<file path="config.mk">
export PLATFORM = sky130hd
export DESIGN_NAME = adc_conversion_control
export DESIGN_NICKNAME = d
export VERILOG_FILES = /design/src/adc_pkg.sv /design/src/adc_conversion_control.sv
export SDC_FILE = /design/constraint.sdc
export NUM_CORES = 1
export LEC_CHECK = 0
export BUFFER_PORTS_ARGS = -buffer_cell sky130_fd_sc_hd__clkbuf_2
export CAP_MARGIN = 20
export CORE_ASPECT_RATIO = 1.75
export CORE_MARGIN = 1.5
export CORE_UTILIZATION = 56
export CTS_CLUSTER_SIZE = 10
export DETAILED_ROUTE_END_ITERATION = 8
export PLACE_DENSITY = 0.95
export REMOVE_ABC_BUFFERS = 1
export SYNTH_ARGS = -nofsm -noshare
export SYNTH_HDL_FRONTEND = slang
export SYNTH_SLANG_ARGS = --single-unit
</file>
<file path="constraint.sdc">
create_clock -name ref_clk -period 7.06 [get_ports ref_clk]
set_clock_uncertainty 0.2 [all_clocks]
set_input_delay 1.059 -clock ref_clk [delete_from_list [all_inputs] [get_ports ref_clk]]
set_output_delay 1.059 -clock ref_clk [all_outputs]
set_load 0.02 [all_outputs]
</file>
<file path="src/adc_pkg.sv">
// Constants, field layout and state codes of the converter control block
package adc_pkg;
	// Register byte offsets on the bus
	localparam logic [4:0] CTRL_A_ADDR = 5'h00;
	localparam logic [4:0] CTRL_B_ADDR = 5'h04;
	localparam logic [4:0] RES_HI_ADDR = 5'h08;
	localparam logic [4:0] RES_LO_ADDR = 5'h0C;
	localparam logic [4:0] STATUS_ADDR = 5'h10;
	// Reset values and writable masks
	localparam logic [7:0] CTRL_RESET = 8'h00;
	localparam logic [7:0] CTRL_A_WMASK = 8'h7F;
	localparam logic [7:0] CTRL_B_WMASK = 8'hF7;
	// Control register A fields
	localparam int CHS_LSB = 2;
	localparam int GO_BIT = 1;
	localparam int ON_BIT = 0;
	// Control register B fields
	localparam int JUST_BIT = 7;
	localparam int CLK_LSB = 4;
	localparam int NREF_BIT = 2;
	localparam int PREF_LSB = 0;
	// Status register field
	localparam int DONE_BIT = 0;
	// Channel codes
	localparam logic [4:0] CH_LAST_PIN = 5'h0B;
	localparam logic [4:0] CH_TEMP = 5'h1D;
	localparam logic [4:0] CH_DAC = 5'h1E;
	localparam logic [4:0] CH_FVR = 5'h1F;
	localparam int PIN_CHANNELS = 12;
	// Conversion clock codes
	localparam logic [2:0] CLK_DIV2 = 3'h0;
	localparam logic [2:0] CLK_DIV8 = 3'h1;
	localparam logic [2:0] CLK_DIV32 = 3'h2;
	localparam logic [2:0] CLK_DIV4 = 3'h4;
	localparam logic [2:0] CLK_DIV16 = 3'h5;
	localparam logic [2:0] CLK_DIV64 = 3'h6;
	// Positive reference codes
	localparam logic [1:0] PREF_VDD = 2'h0;
	localparam logic [1:0] PREF_EXT = 2'h2;
	localparam logic [1:0] PREF_FVR = 2'h3;
	// Whole conversion clock periods per conversion (11.5 rounded up)
	localparam int CONV_TADS = 12;
	// Controller states
	typedef enum logic [1:0] {
		ST_IDLE = 2'b01,
		ST_CONV = 2'b10
	} state_type;
endpackage

</file>
<file path="src/adc_conversion_control.sv">
// Control, status and result registers of a 10-bit converter behind APB
//
// Behaviour
// Compare trigger sets go and clears timer
// Software keeps trigger period within timing
// Software configures pins, clock, references, channel
// Software waits acquisition time before go
// Software polls go or waits done
// Software clears done flag after reading
// Codes 0..11 route analog input n
// Codes 12 to 28 connect nothing
// Codes 29..31 select temperature, DAC, reference
// Writing go starts; reads one while busy
// Go clears itself at completion
// Enable bit powers converter; clear disables
// Unimplemented control bits read zero
// Justify one gives right-justified zero-padded result
// Result bytes split per justify setting
// Clock field selects divider or RC
// Completion clears go, sets flag, loads result
// Reference selects choose negative and positive sources
// Reference code decode as listed
// Reset zeroes controls, abandons conversion
`timescale 1ns/1ps
module adc_conversion_control #(
	parameter int CONV_TADS = adc_pkg::CONV_TADS
) (
	// Clock and reset
	input wire logic ref_clk,
	input wire logic rstn,
	// APB slave
	input wire logic psel,
	input wire logic penable,
	input wire logic pwrite,
	input wire logic [4:0] paddr,
	input wire logic [31:0] pwdata,
	output logic [31:0] prdata,
	output logic pready,
	output logic pslverr,
	// Converter side
	input wire logic [9:0] sample_data,
	input wire logic rc_tick,
	input wire logic special_trigger,
	output logic converter_power_on,
	output logic conversion_busy,
	output logic conversion_done_flag,
	output logic timer_one_clear,
	// Sampler routing
	output logic [11:0] analog_inputs_sel,
	output logic temp_sel,
	output logic dac_sel,
	output logic fvr_sel,
	// Reference routing
	output logic pos_ref_vdd,
	output logic pos_ref_ext,
	output logic pos_ref_fvr,
	output logic neg_ref_ext
);
	// Period counter is 8 bits wide, so longer conversions cannot be counted
	if (CONV_TADS < 2 || CONV_TADS > 255) begin : g_bad_tads
		$error("CONV_TADS out of range");
	end

	////////////////////////////////////////////////////////////////////////////
	// Registers and state
	logic [7:0] ctrl_a_q, ctrl_a_d; // Channel, go, enable
	logic [7:0] ctrl_b_q, ctrl_b_d; // Justify, clock, references
	logic [9:0] result_q, result_d; // Raw conversion result
	logic done_q, done_d; // Sticky completion flag
	logic timer_clr_q, timer_clr_d; // One-cycle timer clear pulse
	adc_pkg::state_type state_q, state_d;
	logic [5:0] div_cnt_q, div_cnt_d; // Conversion clock divider
	logic [7:0] tad_cnt_q, tad_cnt_d; // Periods elapsed in conversion
	logic [31:0] rdata_q, rdata_d;
	logic ready_q, ready_d;
	logic err_q, err_d;
	// Bus decode, conversion clock, sequencing and result byte helpers
	logic access;
	logic wr_en;
	logic mapped;
	logic [5:0] div_last; // Divider terminal count
	logic rc_mode;
	logic tad_tick;
	logic conv_end;
	logic sw_go_wr;
	logic sw_go_clr;
	logic trig_go;
	logic [7:0] res_hi;
	logic [7:0] res_lo;

	assign access = psel && penable;
	// A write lands only in the cycle that completes the access
	assign wr_en = access && pwrite && ready_q && !err_q;
	assign mapped = (paddr == adc_pkg::CTRL_A_ADDR) || (paddr == adc_pkg::CTRL_B_ADDR) ||
		(paddr == adc_pkg::RES_HI_ADDR) || (paddr == adc_pkg::RES_LO_ADDR) ||
		(paddr == adc_pkg::STATUS_ADDR);

	////////////////////////////////////////////////////////////////////////////
	// Conversion clock selection
	always_comb begin
		rc_mode = (ctrl_b_q[adc_pkg::CLK_LSB +: 2] == 2'h3);
		case (ctrl_b_q[adc_pkg::CLK_LSB +: 3])
			adc_pkg::CLK_DIV2: div_last = 6'h01;
			adc_pkg::CLK_DIV4: div_last = 6'h03;
			adc_pkg::CLK_DIV8: div_last = 6'h07;
			adc_pkg::CLK_DIV16: div_last = 6'h0F;
			adc_pkg::CLK_DIV32: div_last = 6'h1F;
			adc_pkg::CLK_DIV64: div_last = 6'h3F;
			default: div_last = 6'h00;
		endcase
		// RC ticks come from the dedicated oscillator, already in this domain
		tad_tick = rc_mode ? rc_tick : (div_cnt_q == div_last);
	end

	// Result byte formatting
	always_comb begin
		if (ctrl_b_q[adc_pkg::JUST_BIT]) begin
			res_hi = {6'h00, result_q[9:8]};
			res_lo = result_q[7:0];
		end else begin
			res_hi = result_q[9:2];
			res_lo = {result_q[1:0], 6'h00};
		end
	end

	////////////////////////////////////////////////////////////////////////////
	// Conversion sequencing and control registers
	always_comb begin
		ctrl_a_d = ctrl_a_q;
		ctrl_b_d = ctrl_b_q;
		result_d = result_q;
		done_d = done_q;
		state_d = state_q;
		div_cnt_d = div_cnt_q;
		tad_cnt_d = tad_cnt_q;
		timer_clr_d = special_trigger;
		conv_end = (state_q == adc_pkg::ST_CONV) && tad_tick &&
			(tad_cnt_q == 8'(CONV_TADS - 1));
		sw_go_wr = wr_en && (paddr == adc_pkg::CTRL_A_ADDR);
		sw_go_clr = sw_go_wr && !pwdata[adc_pkg::GO_BIT];
		trig_go = special_trigger && ctrl_a_q[adc_pkg::ON_BIT];
		// Software writes; unimplemented bits masked so they read zero
		if (sw_go_wr) begin
			ctrl_a_d = pwdata[7:0] & adc_pkg::CTRL_A_WMASK;
		end
		if (wr_en && (paddr == adc_pkg::CTRL_B_ADDR)) begin
			ctrl_b_d = pwdata[7:0] & adc_pkg::CTRL_B_WMASK;
		end
		// Write one clears the flag, but a completion in the same cycle wins
		if (wr_en && (paddr == adc_pkg::STATUS_ADDR) && pwdata[adc_pkg::DONE_BIT]) begin
			done_d = 1'b0;
		end
		case (state_q)
			adc_pkg::ST_IDLE: begin
				div_cnt_d = 6'h00;
				tad_cnt_d = 8'h00;
				if (trig_go) begin
					ctrl_a_d[adc_pkg::GO_BIT] = 1'b1;
				end
				if (ctrl_a_d[adc_pkg::GO_BIT] && ctrl_a_d[adc_pkg::ON_BIT]) begin
					state_d = adc_pkg::ST_CONV;
				end else begin
					ctrl_a_d[adc_pkg::GO_BIT] = 1'b0;
				end
			end
			adc_pkg::ST_CONV: begin
				div_cnt_d = (tad_tick || rc_mode) ? 6'h00 : div_cnt_q + 6'h01;
				if (tad_tick) begin
					tad_cnt_d = tad_cnt_q + 8'h01;
				end
				if (!ctrl_a_d[adc_pkg::ON_BIT] || sw_go_clr) begin
					// Abort keeps the partial sample, no flag
					result_d = sample_data;
					ctrl_a_d[adc_pkg::GO_BIT] = 1'b0;
					state_d = adc_pkg::ST_IDLE;
				end else if (conv_end) begin
					result_d = sample_data;
					done_d = 1'b1;
					ctrl_a_d[adc_pkg::GO_BIT] = 1'b0;
					state_d = adc_pkg::ST_IDLE;
				end
			end
			default: begin
				state_d = adc_pkg::ST_IDLE;
				ctrl_a_d[adc_pkg::GO_BIT] = 1'b0;
			end
		endcase
	end

	// Reset abandons any conversion and turns the converter off
	always_ff @(posedge ref_clk or negedge rstn) begin
		if (!rstn) begin
			ctrl_a_q <= adc_pkg::CTRL_RESET;
			ctrl_b_q <= adc_pkg::CTRL_RESET;
			result_q <= 10'h000;
			done_q <= 1'b0;
			timer_clr_q <= 1'b0;
			state_q <= adc_pkg::ST_IDLE;
			div_cnt_q <= 6'h00;
			tad_cnt_q <= 8'h00;
		end else begin
			ctrl_a_q <= ctrl_a_d;
			ctrl_b_q <= ctrl_b_d;
			result_q <= result_d;
			done_q <= done_d;
			timer_clr_q <= timer_clr_d;
			state_q <= state_d;
			div_cnt_q <= div_cnt_d;
			tad_cnt_q <= tad_cnt_d;
		end
	end

	////////////////////////////////////////////////////////////////////////////
	// APB slave: one wait state, so read data is always registered
	always_comb begin
		ready_d = access && !ready_q;
		err_d = access && !ready_q && !mapped;
		rdata_d = rdata_q;
		if (access && !ready_q) begin
			case (paddr)
				adc_pkg::CTRL_A_ADDR: rdata_d = {24'h00_0000, ctrl_a_q};
				adc_pkg::CTRL_B_ADDR: rdata_d = {24'h00_0000, ctrl_b_q};
				adc_pkg::RES_HI_ADDR: rdata_d = {24'h00_0000, res_hi};
				adc_pkg::RES_LO_ADDR: rdata_d = {24'h00_0000, res_lo};
				adc_pkg::STATUS_ADDR: rdata_d = {31'h0000_0000, done_q};
				default: rdata_d = 32'h0000_0000;
			endcase
		end
	end

	always_ff @(posedge ref_clk or negedge rstn) begin
		if (!rstn) begin
			rdata_q <= 32'h0000_0000;
			ready_q <= 1'b0;
			err_q <= 1'b0;
		end else begin
			rdata_q <= rdata_d;
			ready_q <= ready_d;
			err_q <= err_d;
		end
	end

	////////////////////////////////////////////////////////////////////////////
	// Routing of sampler and references, registered from the controls
	logic [11:0] an_sel_q, an_sel_d;
	logic [2:0] int_sel_q, int_sel_d; // Temperature, DAC, reference
	logic [3:0] ref_q, ref_d; // Vdd, ext+, fixed, ext-
	logic [4:0] chan;
	logic [1:0] pref;

	always_comb begin
		chan = ctrl_a_q[adc_pkg::CHS_LSB +: 5];
		pref = ctrl_b_q[adc_pkg::PREF_LSB +: 2];
		// Reserved codes fall through to no connection
		int_sel_d = {chan == adc_pkg::CH_FVR, chan == adc_pkg::CH_DAC,
			chan == adc_pkg::CH_TEMP};
		ref_d = {ctrl_b_q[adc_pkg::NREF_BIT], pref == adc_pkg::PREF_FVR,
			pref == adc_pkg::PREF_EXT, pref == adc_pkg::PREF_VDD};
	end

	for (genvar i = 0; i < adc_pkg::PIN_CHANNELS; i++) begin : g_pin
		assign an_sel_d[i] = (chan == 5'(i));
	end

	always_ff @(posedge ref_clk or negedge rstn) begin
		if (!rstn) begin
			an_sel_q <= 12'h000;
			int_sel_q <= 3'h0;
			ref_q <= 4'h0;
		end else begin
			an_sel_q <= an_sel_d;
			int_sel_q <= int_sel_d;
			ref_q <= ref_d;
		end
	end

	// Outputs, all straight from flip-flops
	assign prdata = rdata_q;
	assign pready = ready_q;
	assign pslverr = err_q;
	assign converter_power_on = ctrl_a_q[adc_pkg::ON_BIT];
	assign conversion_busy = ctrl_a_q[adc_pkg::GO_BIT];
	assign conversion_done_flag = done_q;
	assign timer_one_clear = timer_clr_q;
	assign analog_inputs_sel = an_sel_q;
	assign temp_sel = int_sel_q[0];
	assign dac_sel = int_sel_q[1];
	assign fvr_sel = int_sel_q[2];
	assign pos_ref_vdd = ref_q[0];
	assign pos_ref_ext = ref_q[1];
	assign pos_ref_fvr = ref_q[2];
	assign neg_ref_ext = ref_q[3];
endmodule

</file>
==> Word level (Yosys, flattened, before mapping) <==
Cells that the tools add are included.
{ "word_totals": {"reg_bits": 95, "inputBits": 54} }
{ "op_classes": {"add_sub_neg": 2, "n_eq_ne": 33, "muxes": 26, "n_reduce_logical": 35} }
{ "ops": {"columns": ["operator", "count"], "rows": [
  ["8-bit case mux with 5 select lines", 1],
  ["6-bit case mux with 6 select lines", 1],
  ["5-bit by 4-bit == test with 1-bit output (second input constant)", 6],
  ["5-bit by 3-bit == test with 1-bit output (second input constant)", 5],
  ["8-bit two-way mux", 3],
  ["5-bit == test (second input constant)", 4],
  ["10-bit two-way mux", 2],
  ["8-bit case mux with 2 select lines", 1],
  ["1-bit logical AND", 15],
  ["6-bit case mux with 2 select lines", 1],
  ["5-bit by 2-bit == test with 1-bit output (second input constant)", 2],
  ["5-bit zero test", 2],
  ["1-bit two-way mux", 10],
  ["3-bit == test (second input constant)", 3],
  ["8-bit by 1-bit adder with 8-bit output (second input constant)", 1],
  ["2-bit == test (second input constant)", 4],
  ["8-bit by 4-bit == test with 1-bit output (second input constant)", 1],
  ["2-bit two-way mux", 4],
  ["6-bit by 1-bit adder with 6-bit output (second input constant)", 1],
  ["6-bit == test", 1],
  ["1-bit logical OR", 6],
  ["6-bit two-way mux", 1],
  ["2-bit AND reduction", 3],
  ["5-bit by 1-bit == test with 1-bit output (second input constant)", 1],
  ["other kinds (11)", 17]
]} }

==> Depth between registers and ports, before layout <==
{ "depth": {"depth_word": 11, "ltp_mapped": 9} }

==> Least setup slack after synthesis <==
OpenSTA, ideal clock, no wires.
{ "synth_timing": {"kind": "input-to-reg", "from": "input paddr[2]", "to": "register result_q[0]", "setup_time_ps": 125, "arrival_ps": 2994, "required_time_ps": 6735, "setup_slack_ps": 3741, "path_stages": 8, "n_path_buf": 2, "path_cell_list": "buf_6 > or4_4 > nor4_4 > nand3_2 > and3_1 > a31o_1 > buf_6 > mux2_4"} }
{ "synth_between": {"elab_chain_cells": 7} }
{ "synth_rtl": {"columns": ["element", "line", "source"], "rows": [
  ["from (decl)", "adc_conversion_control.sv:35", "input wire logic [4:0] paddr,"],
  ["5-bit zero test *", "adc_conversion_control.sv:139", "sw_go_wr = wr_en && (paddr == adc_pkg::CTRL_A_ADDR);"],
  ["1-bit logical AND *", "adc_conversion_control.sv:139", null],
  ["2-bit two-way mux", "adc_conversion_control.sv:143", "if (sw_go_wr) begin"],
  ["1-bit zero test", "adc_conversion_control.sv:171", "if (!ctrl_a_d[adc_pkg::ON_BIT] || sw_go_clr) begin"],
  ["1-bit logical OR *", "adc_conversion_control.sv:171", null],
  ["2-bit nonzero test (no line)", null, null],
  ["2-bit AND reduction (no line)", null, null],
  ["to (signal assigned)", "adc_conversion_control.sv:204", "result_q <= result_d;"],
  ["to (decl)", "adc_conversion_control.sv:68", "logic [9:0] result_q, result_d;"]
]} }
Mark *: on every way between the ends. The rest lies on a longest branch, timed or not.
A chain may end at the register's enable or synchronous reset.

==> Worst setup path after layout <==
{ "layout_timing": {"from": "input paddr[2]", "to": "register result_q[2]"} }
The elaborated chain is that of the path after synthesis.

==> results_dict.tcl <==
set metrics [dict create \
    status "finished, final reports clean" \
    power_mw 1.05 \
    synth-seq-cells 71 \
    rsz0062_at_grt "no" \
    synthTopCellsByArea "dfrtp_1 (47%), buf_4 (4.9%), mux2_2 (4.6%), mux2_4 (4.0%), nand2_1 (3.5%)" \
    stdcell_area_sq_um 4240 \
    cts_made_buffers 9 \
    synth_top_area_share_pct 47.2 \
    drt_first_pass_iters 5 \
    final_util_pct 65.3 \
    postCtsSetupBuffers 0 \
    endpoint "result_q[2]$_DFFE_PN0P_" \
    clockPowerShare_pct 40.1 \
    insertedDiodeCount 0 \
    io_pins 111 \
    synthDistinctLibCells 61 \
    yosysSeqAreaShare_pct 47.9 \
    seq_power_share_pct 44.3 \
    vias_per_cell 5.59 \
    rr_startpoint "ctrl_b_q[4]$_DFFE_PN0P_" \
    peakVddDrop_mv 0.161 \
    avgRoutedWirePerCell_um 16.0 \
    routed_wl_um 7950 \
    fp.dieH_um 111 \
    drt_iter0_drc 258 \
    cts_max_path_buffers 2 \
    p_per_area_nw_per_um2 248 \
    synth-edff-count 0 \
    r2r_end "result_q[2]$_DFFE_PN0P_" \
    finalHoldViolCount 0 \
    yosysMostFrequentCell "dfrtp_1" \
    gp_congestion 0.841 \
    setup_tns_ns 0 \
    grt_max_degree 72 \
    whs_ns 0.218 \
    critical_path.startpoint_type "primary input" \
    finalSetupViolations 0 \
    synth_common_cells "dfrtp_1 (70), nand2_1 (35), nor2_1 (31), buf_4 (24), mux2_2 (15)" \
    postPlaceCellArea_sq_um 3960 \
    cts-root-buf "clkbuf_16" \
    detail_route.drc_violations 0 \
    grt_pass1_wl_um 13300 \
    maxCapViolations 0 \
    r2r_slack_ns 3.90 \
    cts.repair.resized 0 \
    setup_ws_ns 3.32 \
    leakagePower_nw 2.04 \
    initial_core_util_pct 57.2 \
    clk_pin_slew_ns 0.06 \
    yosysTopAreaCell "dfrtp_1" \
    place_ws_ns 2.98 \
    dieArea_sq_um 7140 \
    die_w_um 64.5 \
    fill_cells 453 \
    fin_crit_ns 3.74 \
    worstSetupPathType "in -> reg" \
    critical_path.max_fanout 19 \
    dpl.hpwl_um 5570 \
    place_inst 481 \
    post-route-period-util_pct 52.9 \
    drive_above_1_share_pct 27.5 \
    vias 2779 \
    p_int_mw 0.760 \
    hp-class "reg -> reg" \
    clk_latency_ns 0.34 \
    synth_ff_type "dfrtp_1" \
    pwr-share-comb_pct 15.6 \
    track_usage_pct 24.4 \
    cts_sinks 71 \
    synthCells 353 \
    multi_input_area_sq_um 1740 \
    ctsHoldBuffers 0 \
    syn2layout_area_growth_pct 14.2 \
    yosysWarnings 0 \
    worst-endpoint-arrival_ns 3.75 \
    crit_start "paddr[2]" \
    end_kind "register" \
    fp-row-count 39 \
    layout.nets 468 \
    cts_tree "built" \
    finalNonFillerCells 497 \
    critPathRequiredTime_ns 7.08 \
    ff2ff_path_depth 6 \
    ant_nets 0 \
    worst_pin_slew_ns 0.883 \
    ys_async_sr_fraction_pct 100 \
    switching_share_pct 27.7 \
    netlist_area_sq_um 3710 \
    grt_pass1_vias 2708 \
    h-tree-depth 3 \
    fmax_mhz 268 \
    seq_area_sq_um 1780 \
    power_switching_mw 0.291 \
    overflow 0 \
    synth.avg_cell_area_sq_um 10.5 \
    max_slew_margin_pct 41.0 \
    coreArea_sq_um 6490 \
    antenna_found_initial 0 \
    port_buffers 62 \
    slew_viol_final 0 \
]
[worst min path at each step]
stage                                        from                 end  cells past startpoint
after floorplan           ctrl_b_q[2]$_DFFE_PN0P_  ref_q[3]$_DFF_PN0_                      0
after global placement    ctrl_b_q[2]$_DFFE_PN0P_  ref_q[3]$_DFF_PN0_                      0
after detailed placement  ctrl_b_q[2]$_DFFE_PN0P_  ref_q[3]$_DFF_PN0_                      0
after CTS                 ctrl_b_q[2]$_DFFE_PN0P_  ref_q[3]$_DFF_PN0_                      0
after global routing      ctrl_b_q[2]$_DFFE_PN0P_  ref_q[3]$_DFF_PN0_                      0
final                     ctrl_b_q[2]$_DFFE_PN0P_  ref_q[3]$_DFF_PN0_                      0
[state kept, by name, indices dropped and copies added, names as in the netlist, 2 cells and up]
name / cells
analog_inputs_sel: 12
ctrl_a_q: 7
ctrl_b_q: 7
div_cnt_q: 6
int_sel_q: 3
prdata: 8
ref_q: 4
result_q: 10
state_q: 2
tad_cnt_q: 8
[critical path: stages]
cell and delay [ns]:
clkbuf_2 0.24, or4_4 0.58, nor4_4 0.53, nand2b_1 0.26
and3_1 0.17, a31o_1 0.54, mux2_4 0.36
[logic make-up after synthesis]
kind of cell | after synthesis | share of synthesized area (%)
buffers and inverters | 46 | 7.48
and+or+nand+nor | 127 | 18.1
AOI/OAI and AO/OA | 62 | 11.9
DFF | 71 | 47.9
xor gates and xnor gates | 11 | 2.60
muxes | 31 | 10.6
adders and majority gates | 4 | 1.35
other | 1 | 0.101
[layout by cell type, fill, tap and decap left out, types with 8 or more instances in the layout]
cell,count
nor2b_1,11
o21ai_1,9
a22o_1,9
mux2_4,10
mux2_2,15
nand3_1,8
nand2_1,35
clkbuf_16,9
dfrtp_1,70
conb_1,24
nor2_1,31
clkbuf_2,61
xnor2_1,8
[cell type report]
type / count / share of cell area (%)
tap: 82 / 2.42
timing repair buffer: 63 / 7.50
multi-input combinational: 259 / 41.1
sequential: 71 / 41.9
inverter: 6 / 0.531
clock buffer: 12 / 6.05
clock inverter: 4 / 0.472
[power by group through the flow]
stage	sequential, mW	combinational [mW]	clock (mW)
2_1_floorplan	0.467	0.107	0
3_3_place_gp	0.467	0.151	0
3_5_place_dp	0.471	0.160	0
4_1_cts	0.464	0.164	0.425
5_1_grt	0.468	0.179	0.448
6_report	0.465	0.164	0.421
[metal layers]
metal  track usage, %  up-vias  part of all wire [%]
li1                 -     1315                     -
met1             27.0     1340                    37
met2             42.7      103                    56
met3             5.38       21                   3.7
met4             12.6        0                   3.0
met5                0        -                     0
Note: power is estimated with default switching activity, not from simulation.
